===== src/rxp_pkg.sv =====
// ============================================================
// shared constants for the per-port interrupt status block
package rxp_pkg;

  localparam int NUM_PORTS = 4;                  // receive ports behind the port-select register
  localparam int PORT_W    = 2;                  // width of a port index
  localparam int GPIO_N    = 4;                  // forward-channel gpios per port

  // ============================================================
  // register offsets
  localparam logic [7:0] ADDR_PORT_SEL  = 8'h4C; // port-select register
  localparam logic [7:0] ADDR_ERR_EN    = 8'hD8; // link_error_irq_enable
  localparam logic [7:0] ADDR_VID_EN    = 8'hD9; // video_irq_enable
  localparam logic [7:0] ADDR_ERR_STS   = 8'hDA; // port_link_error_irq_status
  localparam logic [7:0] ADDR_VID_STS   = 8'hDB; // port_video_irq_status
  localparam logic [7:0] ADDR_GPIO_STS  = 8'hDC; // forward_gpio_status
  localparam logic [7:0] ADDR_GPIO_IE   = 8'hDD; // gpio_edge_irq_enable

  // ============================================================
  // reset values
  localparam logic [7:0] RST_BYTE       = 8'h00; // status and enable registers
  localparam logic [7:0] RST_PORT_SEL   = 8'h01; // port 0 written and read after reset

  // ============================================================
  // port-select field layout
  localparam int PSEL_WR_LSB = 0;                // one write-enable bit per port
  localparam int PSEL_RD_LSB = 4;                // index of the port that reads see

  // ============================================================
  // link-error status bits
  localparam int BIT_ENC = 2;                    // encode_error_irq_flag
  localparam int BIT_SEQ = 1;                    // ctrl_channel_sequence_irq_flag
  localparam int BIT_CRC = 0;                    // ctrl_channel_crc_irq_flag
  localparam logic [7:0] ERR_MASK      = 8'h07;  // implemented link-error bits
  localparam logic [7:0] ERR_STS1_CLR  = 8'h03;  // cleared by reading link_status_one
  localparam logic [7:0] ERR_STS2_CLR  = 8'h04;  // cleared by reading link_status_two

  // ============================================================
  // video status bits
  localparam int BIT_LEN  = 6;                   // line_length_change_irq_flag
  localparam int BIT_CNT  = 5;                   // line_count_change_irq_flag
  localparam int BIT_OVF  = 4;                   // rx_overflow_irq_flag
  localparam int BIT_PAR  = 2;                   // parity_error_irq_flag
  localparam int BIT_PASS = 1;                   // port_valid_change_irq_flag
  localparam int BIT_LOCK = 0;                   // lock_change_irq_flag
  localparam logic [7:0] VID_MASK      = 8'h77;  // implemented video bits
  localparam logic [7:0] VID_STS1_CLR  = 8'h07;  // cleared by reading link_status_one
  localparam logic [7:0] VID_STS2_CLR  = 8'h70;  // cleared by reading link_status_two

  // ============================================================
  // forward gpio status layout
  localparam int GPIO_FLAG_LSB = 4;              // edge flags in bits 7:4
  localparam int GPIO_LVL_LSB  = 0;              // live levels in bits 3:0

  typedef logic [PORT_W-1:0] rxp_port_t;

endpackage : rxp_pkg


===== src/rxp_gpio_if.sv =====
`timescale 1ns/1ps
// ============================================================
// carries one port's gpio levels, edge enables and flags
interface rxp_gpio_if;
  import rxp_pkg::*;
  logic [GPIO_N-1:0]   level;    // live forward-channel gpio levels
  logic [2*GPIO_N-1:0] edge_ie;  // rise enable at 2i, fall enable at 2i+1
  logic                clr;      // one-cycle read of the gpio status register
  logic [GPIO_N-1:0]   flags;    // sticky edge flags

  modport ctl  (output level, output edge_ie, output clr, input flags);
  modport edet (input level, input edge_ie, input clr, output flags);
endinterface : rxp_gpio_if


===== src/rxp_gpio_edge.sv =====
`timescale 1ns/1ps
// ============================================================
// edge detector and sticky flags for one port's forward gpios
module rxp_gpio_edge
  import rxp_pkg::*;
(
  input wire logic clk,       // register clock
  input wire logic sys_rst,   // asynchronous reset, active high
  rxp_gpio_if.edet g          // levels, enables, clear and flags
);

  typedef struct packed {
    logic [GPIO_N-1:0] prev;  // level seen one cycle ago
    logic [GPIO_N-1:0] flag;  // sticky edge flags
  } rxp_edge_s;

  rxp_edge_s st_r;            // registered state
  rxp_edge_s st_nxt;          // next state
  logic [GPIO_N-1:0] hit;     // enabled edge this cycle

  // ============================================================
  // edge detect: each direction is gated by its own enable bit
  always_comb begin
    for (int i = 0; i < GPIO_N; i++) begin
      hit[i] = (g.level[i] & ~st_r.prev[i] & g.edge_ie[2*i])
             | (~g.level[i] & st_r.prev[i] & g.edge_ie[2*i+1]);
    end
    st_nxt      = st_r;
    st_nxt.prev = g.level;
    // a new edge wins over the read that clears, so none is lost
    st_nxt.flag = (st_r.flag & ~{GPIO_N{g.clr}}) | hit;
  end

  // ============================================================
  // state register
  always_ff @(posedge clk or posedge sys_rst) begin
    if (sys_rst) begin
      st_r <= '0;
    end else begin
      st_r <= st_nxt;
    end
  end

  assign g.flags = st_r.flag;
endmodule : rxp_gpio_edge


===== src/rxp_irq_status.sv =====
`timescale 1ns/1ps
// Overview of operation
// - bit2 link-error flags encode error, sts2 clears
// - bit1 flags control sequence error, sts1 clears
// - bit0 flags control crc error, sts1 clears
// - video bit6 flags line length change, sts2
// - video bit5 flags line count change, sts2
// - video bit4 flags receive overflow, sts2 clears
// - video bit2 flags parity error, sts1 clears
// - video bit1 flags port-valid change, sts1 clears
// - video bit0 flags lock change, sts1 clears
// - gpio status bits 7:4 flag gpio3..0
// - gpio flags clear on read, then re-arm
// - gpio status bits 3:0 show live levels
// - status per port, chosen by port select
// - link/video flags raise interrupt only when enabled, gpio flags always
// - gpio flags set on enabled rise/fall edges
module rxp_irq_status
  import rxp_pkg::*;
(
  input  wire logic                        clk,                      // register clock
  input  wire logic                        sys_rst,                  // async reset, high
  input  wire logic [7:0]                  reg_addr,                 // register offset
  input  wire logic                        reg_wr,                   // write strobe
  input  wire logic                        reg_rd,                   // read strobe
  input  wire logic [7:0]                  reg_wdata,                // write data
  output logic      [7:0]                  reg_rdata,                // read data
  output logic                             reg_rvalid,               // read data valid
  input  wire logic                        link_status_one_read,     // sts1 read, sel port
  input  wire logic                        link_status_two_read,     // sts2 read, sel port
  input  wire logic [NUM_PORTS-1:0]        encode_error_cause,       // per-port events
  input  wire logic [NUM_PORTS-1:0]        ctrl_sequence_error_cause,
  input  wire logic [NUM_PORTS-1:0]        ctrl_crc_error_cause,
  input  wire logic [NUM_PORTS-1:0]        line_length_change_cause,
  input  wire logic [NUM_PORTS-1:0]        line_count_change_cause,
  input  wire logic [NUM_PORTS-1:0]        rx_overflow_cause,
  input  wire logic [NUM_PORTS-1:0]        parity_error_cause,
  input  wire logic [NUM_PORTS-1:0]        port_valid_change_cause,
  input  wire logic [NUM_PORTS-1:0]        lock_change_cause,
  input  wire logic [NUM_PORTS*GPIO_N-1:0] fwd_gpio_level,           // gpio levels, 4/port
  output logic                             irq                       // device interrupt
);

  // ============================================================
  // state
  typedef struct packed {
    logic [7:0]                 port_sel;  // write enables and read port index
    logic [NUM_PORTS-1:0][7:0]  err_sts;   // port_link_error_irq_status per port
    logic [NUM_PORTS-1:0][7:0]  vid_sts;   // port_video_irq_status per port
    logic [NUM_PORTS-1:0][7:0]  err_en;    // link_error_irq_enable per port
    logic [NUM_PORTS-1:0][7:0]  vid_en;    // video_irq_enable per port
    logic [NUM_PORTS-1:0][7:0]  gpio_ie;   // gpio_edge_irq_enable per port
    logic [7:0]                 rdata;     // read data register
    logic                       rvalid;    // read answer flag
    logic                       irq;       // registered interrupt
  } rxp_top_s;

  rxp_top_s st_r;                               // registered state
  rxp_top_s st_nxt;                             // next state
  rxp_port_t                 rd_port;           // port that reads reach
  logic [NUM_PORTS-1:0]      wr_port;           // ports that writes reach
  logic [NUM_PORTS-1:0]      gpio_clr;          // gpio status read per port
  // a net, since each detector drives its own slice from inside the generate loop
  wire logic [NUM_PORTS-1:0][GPIO_N-1:0] gpio_flags; // edge flags from detectors

  assign rd_port = st_r.port_sel[PSEL_RD_LSB +: PORT_W];
  assign wr_port = st_r.port_sel[PSEL_WR_LSB +: NUM_PORTS];

  // ============================================================
  // gpio edge detectors, one per port
  for (genvar p = 0; p < NUM_PORTS; p++) begin : g_port
    rxp_gpio_if gif ();                                          // per-port carrier
    assign gif.level   = fwd_gpio_level[p*GPIO_N +: GPIO_N];
    assign gif.edge_ie = st_r.gpio_ie[p];
    assign gif.clr     = gpio_clr[p];
    assign gpio_flags[p] = gif.flags;
    rxp_gpio_edge u_edge (
      .clk     (clk),
      .sys_rst (sys_rst),
      .g       (gif.edet)
    );
  end

  // ============================================================
  // next-state logic
  always_comb begin
    logic [7:0] ev_err;   // link-error events of one port
    logic [7:0] ev_vid;   // video events of one port
    logic [7:0] clr_err;  // link-error bits cleared this cycle
    logic [7:0] clr_vid;  // video bits cleared this cycle
    logic       sel;      // this port is the one being read
    logic       any_irq;  // some enabled flag is pending
    ev_err  = '0;
    ev_vid  = '0;
    clr_err = '0;
    clr_vid = '0;
    sel     = 1'b0;
    any_irq = 1'b0;
    st_nxt  = st_r;
    gpio_clr = '0;
    st_nxt.rvalid = 1'b0;

    for (int p = 0; p < NUM_PORTS; p++) begin
      sel = (rd_port == rxp_port_t'(p));
      // event capture, reserved positions never set
      ev_err = '0;
      ev_err[BIT_ENC]  = encode_error_cause[p];
      ev_err[BIT_SEQ]  = ctrl_sequence_error_cause[p];
      ev_err[BIT_CRC]  = ctrl_crc_error_cause[p];
      ev_vid = '0;
      ev_vid[BIT_LEN]  = line_length_change_cause[p];
      ev_vid[BIT_CNT]  = line_count_change_cause[p];
      ev_vid[BIT_OVF]  = rx_overflow_cause[p];
      ev_vid[BIT_PAR]  = parity_error_cause[p];
      ev_vid[BIT_PASS] = port_valid_change_cause[p];
      ev_vid[BIT_LOCK] = lock_change_cause[p];
      // status reads clear only the selected port's copy
      clr_err = '0;
      clr_vid = '0;
      if (sel && link_status_one_read) begin
        clr_err = clr_err | ERR_STS1_CLR;
        clr_vid = clr_vid | VID_STS1_CLR;
      end
      if (sel && link_status_two_read) begin
        clr_err = clr_err | ERR_STS2_CLR;
        clr_vid = clr_vid | VID_STS2_CLR;
      end
      // set beats clear in the same cycle so no event is dropped
      st_nxt.err_sts[p] = ((st_r.err_sts[p] & ~clr_err) | ev_err) & ERR_MASK;
      st_nxt.vid_sts[p] = ((st_r.vid_sts[p] & ~clr_vid) | ev_vid) & VID_MASK;
      // gpio flags clear when the selected port's gpio status is read
      gpio_clr[p] = reg_rd && sel && (reg_addr == ADDR_GPIO_STS);
      // enable writes reach every port whose write-enable bit is set
      if (reg_wr && wr_port[p]) begin
        case (reg_addr)
          ADDR_ERR_EN:  st_nxt.err_en[p]  = reg_wdata & ERR_MASK;
          ADDR_VID_EN:  st_nxt.vid_en[p]  = reg_wdata & VID_MASK;
          ADDR_GPIO_IE: st_nxt.gpio_ie[p] = reg_wdata;
          default: ;                                          // status writes ignored
        endcase
      end
      // interrupt from enabled link-error and video flags, and from any gpio flag
      any_irq = any_irq
              | (|(st_r.err_sts[p] & st_r.err_en[p]))
              | (|(st_r.vid_sts[p] & st_r.vid_en[p]))
              | (|gpio_flags[p]);
    end

    // port-select register
    if (reg_wr && (reg_addr == ADDR_PORT_SEL)) begin
      st_nxt.port_sel = reg_wdata;
    end

    // read path: one-cycle answer, unmapped offsets read zero
    if (reg_rd) begin
      st_nxt.rvalid = 1'b1;
      case (reg_addr)
        ADDR_PORT_SEL: st_nxt.rdata = st_r.port_sel;
        ADDR_ERR_EN:   st_nxt.rdata = st_r.err_en[rd_port];
        ADDR_VID_EN:   st_nxt.rdata = st_r.vid_en[rd_port];
        ADDR_ERR_STS:  st_nxt.rdata = st_r.err_sts[rd_port];
        ADDR_VID_STS:  st_nxt.rdata = st_r.vid_sts[rd_port];
        ADDR_GPIO_STS: begin
          st_nxt.rdata = RST_BYTE;
          st_nxt.rdata[GPIO_FLAG_LSB +: GPIO_N] = gpio_flags[rd_port];
          // live levels are sampled, never latched into a flag
          st_nxt.rdata[GPIO_LVL_LSB +: GPIO_N] =
            fwd_gpio_level[rd_port*GPIO_N +: GPIO_N];
        end
        default:       st_nxt.rdata = RST_BYTE;     // write-only enables read zero too
      endcase
    end
    st_nxt.irq = any_irq;
  end

  // ============================================================
  // state register
  always_ff @(posedge clk or posedge sys_rst) begin
    if (sys_rst) begin
      st_r          <= '0;
      st_r.port_sel <= RST_PORT_SEL;
    end else begin
      st_r <= st_nxt;
    end
  end

  // outputs come straight from the state register
  assign reg_rdata  = st_r.rdata;
  assign reg_rvalid = st_r.rvalid;
  assign irq        = st_r.irq;
endmodule : rxp_irq_status


===== config.mk =====
export PLATFORM = sky130hd
export DESIGN_NAME = rxp_irq_status
export DESIGN_NICKNAME = d
export VERILOG_FILES = /design/src/rxp_pkg.sv /design/src/rxp_gpio_if.sv /design/src/rxp_gpio_edge.sv /design/src/rxp_irq_status.sv
export SDC_FILE = /design/constraint.sdc
export NUM_CORES = 1
export LEC_CHECK = 0
export BUFFER_PORTS_ARGS = -buffer_cell sky130_fd_sc_hd__clkbuf_2
export CAP_MARGIN = 20
export CELL_PAD_IN_SITES_DETAIL_PLACEMENT = 0
export CELL_PAD_IN_SITES_GLOBAL_PLACEMENT = 1
export CORE_UTILIZATION = 47
export DETAILED_ROUTE_END_ITERATION = 10
export GPL_ROUTABILITY_DRIVEN = 0
export PLACE_DENSITY = 0.74
export SLEW_MARGIN = 20
export SYNTH_ARGS = -nofsm -noshare
export SYNTH_HDL_FRONTEND = slang
export SYNTH_HIERARCHICAL = 1
export SYNTH_SLANG_ARGS = --single-unit

===== constraint.sdc =====
create_clock -name clk -period 5.15 [get_ports clk]
set_clock_uncertainty 0.2 [all_clocks]
set_input_delay 1.03 -clock clk [delete_from_list [all_inputs] [get_ports clk]]
set_output_delay 1.03 -clock clk [all_outputs]
set_load 0.01 [all_outputs]

* Word level (Yosys, flattened, before mapping)
Index checks and enable logic that the tools add are counted.
** Cells by class
- Add/subtract/negate cells :: 0
- Multiply operators :: 0
- Divide/modulo/power cells :: 0
- Magnitude comparators :: 1
- Eq/ne operators :: 10
- Shifts and indexed selects :: 1
- Multiplexer cells :: 28
- Bitwise operators :: 167
- Reduce and logical (&&, ||, !) cells :: 46
** Operators by type and width (number)
- AND 1 bit :: 64
- binary-select mux 8 bit (select 2 bit) :: 4
- OR reduction 8 bit :: 8
- AND 7 bit :: 8
- == test 8 bit, second input constant :: 6
- case mux 8 bit (6 select lines) :: 1
- two-way mux 8 bit :: 4
- NOT 1 bit :: 32
- two-way mux 7 bit :: 4
- NOT 7 bit :: 4
- OR 7 bit :: 4
- OR 1 bit :: 27
- AND 3 bit :: 8
- two-way mux 3 bit :: 8
- AND reduction 2 bit :: 12
- logical AND 1 bit :: 21
- AND 4 bit :: 4
- NOT 4 bit :: 4
- OR 4 bit :: 4
- OR reduction 4 bit :: 4
- indexed part select 16 x 5 -> 4 bit :: 1
- NOT 3 bit :: 4
- OR 3 bit :: 4
- binary-select mux 4 bit (select 2 bit) :: 1
- 8 further kinds :: 12
** Word-level totals
- Flip-flop bits (word level) :: 154
- Latch bits :: 0
- Memory bits (writable) :: 0
- Memory bits (read-only) :: 0
- Output and inout port bits :: 10
- Word-level logic and storage cells :: 285
- Memories kept :: 0

* Longest topological paths before layout
- Word-level depth :: 13
- Mapped depth :: 8
- Depth with buffers taken out :: 5

* Cells and area by module
Netlist, hierarchy kept.
** Modules (own cells, without submodules)
- rxp_irq_status :: times used 1, cells each 411, area each 5709.2 µm², seq. area each 3054.2 µm²
- rxp_gpio_edge :: times used 4, cells each 29, area each 347.8 µm², seq. area each 200.2 µm²

* Worst setup path before layout
Ideal clock, no wire load.
- Kind :: in2reg
- Start :: in reg_addr[5]
- End :: reg st_r[56] (netlist name)
- Arrival time :: 2281 ps
- Required time :: 4822 ps
- Setup slack :: 2542 ps
- Cell stages on the path :: 4
- Path buffers :: 0
- Path through :: nand4b_2 nor4_2 nand2_1 mux2_1
** Between the ends
- Longest elaborated chain between the ends :: 2
** Ends and longest elaborated chain
- start: declaration :: line rxp_irq_status.sv:23 : input wire logic [7:0] reg_addr,
- == test 8 bit :: line rxp_irq_status.sv:135 : case (reg_addr)
- AND reduction 2 bit (no line)
- end signal: assignment :: line rxp_irq_status.sv:183 : st_r <= st_nxt;
- end: declaration :: line rxp_irq_status.sv:58 : rxp_top_s st_r;
No other way between the ends.
A chain may end at the register's enable or synchronous reset.

* Worst setup path after layout
- Start :: reg st_r, in the netlist rd_port[0]
- End :: reg st_r, in the netlist reg_rdata[2]
** Between the ends
- Longest elaborated chain between the ends :: 3
- Elaborated cells on any way between the ends :: 10
- Those cells by class :: shift (1); mux (9)
** Ends and longest elaborated chain
- branches (longest 2 deep; another with indexed part select 16 x 5 -> 4 bit)
- case mux 8 bit (6 select lines) * :: line rxp_irq_status.sv:157 : case (reg_addr)
Every way passes the cells marked *. The select of a mux whose other input is x is not followed.

==> impl_metrics.csv <==
group,metric,value,unit
run_status,status,"complete, but fails checks",
run_status,violations,"design-rule violations",
synth,synth_seq_area_share,0.5429,
grt,grt_first_pass_wirelength,29730,µm
clock_tree,clock_path_buffers,2,
timing,relSlewSlack,0.3762,
grt,grt_overflow,0,
synth,async_reset_ff_frac,1.000,
layout,mostFrequentLayoutCell,"dfrtp_1",
worst_hold_path,min_to,"g_port[0].u_edge/g.flags[0]",
floorplanning,die_y,124.9,µm
floorplanning,die_x,124.9,µm
clock_tree,htreeDepth,4,
grt,grt_max_degree,73,
layout,final_layout_size_suffix_gt1_frac,0.3921,
critical_path,slowest_stage,"dfrtp_2",
drt,postRouteAntennaNets,0,
clock_tree,clkTransAtPathRegs,60,ps
grt,antenna_found_initial,0,
drt,wl_per_cell,23.55,µm
critical_path,worstSetupStartpointType,"flip-flop",
synth,ys_ff_latch,154,
drt,first_pass_iters,8,
place,placedCellCount,759,
pwr,p_clk_frac,0.461,
layout,diodes,0,
clock_tree,cts_root_buf,"clkbuf_16",
timing,fin_crit_sh,0.5095,
layout,mostFrequentLayoutCells,"151 x dfrtp_1, 83 x clkbuf_2, 73 x mux2_2",
timing,period_minus_slack,2624,ps
critical_path,critical_path_class,"flip-flop to flip-flop",
worst_hold_path,hp-class,"flip-flop to flip-flop",
grt,track_usage,0.2600,
critical_path,worstPathCellList,"buf_4 > mux4_2 > a221o_1 > o32a_1",
synth,avgSynthCellArea,13.47,µm²
synth,syn_area,7101,µm²
critical_path,critPathMaxFanout,24,
clock_tree,clock-sinks,154,
synth,yosysUniqueCellTypes,42,
clock_tree,postCtsSetupBuffers,0,
clock_tree,clk_latency,420,ps
critical_path,reg2regPathDepth,4,
critical_path,worstPathRequired,5250,ps
timing,report.final.hold_viol_count,0,
synth,synth_cells,527,
pwr,vdd_drop_max,221.5,µV
timing,max_freq,381.1,MHz
critical_path,end_kind,"flip-flop",
pwr,leakagePower,3.617,nW
critical_path,cp.arrival,2730,ps
pwr,comb_power_share,0.064,
pwr,pwr_density_cell,327.5,nW/µm²
layout,fillers,1237,
synth,synth_nets,601,
drt,drc,10,
synth,synth_ff_type,"dfrtp_1",
synth,yosys_warnings,6,
timing,setup_viol,0,
layout,nNetsFinal,668,
timing,finalMaxSlewViolations,0,
clock_tree,cts.repair.resized,0,
floorplanning,start_util,0.4849,
worst_hold_path,hold_start,"g_port[0].u_edge/st_r[4]",
clock_tree,cts_buffers,17,
layout,area_delta_synth_final,14.29,%
place,place_hpwl,13600,µm
critical_path,reg2reg_to,"reg_rdata[2]",
floorplanning,rows,44,
floorplanning,num_io_pins,84,
pwr,p_sw,0.6167,mW
grt,grt_pass1_vias,4938,
worst_hold_path,hold_depth,1,
place,io_buffers,83,
timing,rsz0062_at_grt,"no",
drt,vias,4775,
synth,synth_edf_count,0,
clock_tree,cts_tree,"yes",
timing,setup_tns,0,ps
clock_tree,ctsHoldBuffers,0,
pwr,p_int,2.041,mW
critical_path,slowest_delay,610,ps
critical_path,reg2reg_slack,2530,ps
drt,vias_per_cell,6.037,
floorplanning,die-area,15600,µm²
timing,worstMarginPinSlew,935.7,ps
floorplanning,core-area,14640,µm²
critical_path,timing.rr.start,"rd_port[0]",
drt,drt_iter0_drc,404,
layout,stdcell_count,791,
pwr,swShare,0.2321,
pwr,p_seq_frac,0.476,
drt,wl,18630,µm
flow_run,drv_cap,0,
per-layer routing:
metal	vias to the layer above	part of all wire	wire length, µm	GRT usage
li1	2095	-	-	-
met1	2498	0.47	8836	0.3874
met2	162	0.45	8314	0.3771
met3	20	0.065	1216	0.06143
met4	0	0.014	261	0.08106
met5	-	0	0	0
through the flow:
stage | hold slack [ps] | worst slack, ps | util | instance area (µm²) | power [mW]
after detailed placement | 273.4 | 2155 | 0.5144 | 7533 | 1.456
after CTS | 284.7 | 2500 | 0.5542 | 8115 | 2.677
final | 284.9 | 2526 | 0.5542 | 8115 | 2.658
after global routing | 305.2 | 2408 | 0.5542 | 8115 | 2.757
after floorplan | 256.0 | 679.1 | - | 7101 | 1.375
after global placement | 269.9 | 2153 | 0.5144 | 7533 | 1.452
cells by family after synthesis:
kind of cell	synth area share
flip-flops	0.5429
AND/OR/NAND/NOR	0.09762
multiplexers	0.2072
AO/OA/AOI/OAI	0.1105
buffers and inverters	0.04176
cell type report:
cell class              count  area, µm²  share of cell area
clock inverters            11      121.4             0.01496
multi-input cells         322       2949              0.3634
well taps                 184      230.2             0.02837
repair buffers             88      452.9             0.05581
inverters                  11      43.79            0.005396
flip-flops and latches    154       3857              0.4753
clock buffers              21      460.4             0.05674
how the worst max path moves through the flow:
stage                     start                     endpoint  slack [ps]
floorplan               sys_rst     g_port[0].gif.edge_ie[0]         680
global placement    reg_addr[0]  g_port[0].u_edge/g.flags[0]        2150
detailed placement  reg_addr[5]                     st_r[70]        2150
CTS                  rd_port[0]                 reg_rdata[2]        2500
global route         rd_port[0]                 reg_rdata[2]        2410
finish               rd_port[0]                 reg_rdata[2]        2530
synthesized netlist by cell type, drive strengths merged (2+ instances only):
master	n	area (µm²)
o221ai	4	35.03
dfrtp	153	3829
nand3b	17	127.6
a221oi	7	61.31
nand4	5	31.28
nand2	43	171.4
nand3	4	20.02
clkbuf	5	18.77
nor2	12	45.04
nor3	3	15.01
mux4	22	495.5
a21oi	3	15.01
mux2	76	855.8
a22o	7	61.31
o211ai	12	150.1
a22oi	17	127.6
o32a	2	20.02
nand2b	14	87.58
a21o	36	270.3
mux2i	12	120.1
nor3b	2	15.01
a221o	2	20.02
nor2b	3	18.77
nand4b	2	23.77
nor4b	2	30.03
nor4	7	65.06
o2bb2ai	2	17.52
buf	35	236.5
nor4bb	2	20.02
inv	11	41.29
power groups by stage:
| stage | Combinational (mW) | Sequential, mW | Clock [mW] |
|---|---|---|---|
| 5_1_grt | 0.186 | 1.27 | 1.30 |
| 3_3_place_gp | 0.168 | 1.28 | 0 |
| 3_5_place_dp | 0.171 | 1.29 | 0 |
| 4_1_cts | 0.172 | 1.26 | 1.24 |
| 2_1_floorplan | 0.103 | 1.27 | 0 |
| 6_report | 0.169 | 1.26 | 1.22 |
registers in the layout, summed over array words and instances (netlist names):
signal / flops
reg_rdata: 8
rd_port: 2
irq: 1
g_port.gif.edge_ie: 32
st_r: 78
g_port.u_edge/g.flags: 16
reg_rvalid: 1
g_port.u_edge/st_r: 16
worst max-delay path, delay by kind of cell (launching register included):
kind	cells	cell delay (ps)
mux	1	590
compound gates	2	650
buf+inv	1	440
flops	1	610
(Power assumes the default switching activity.)
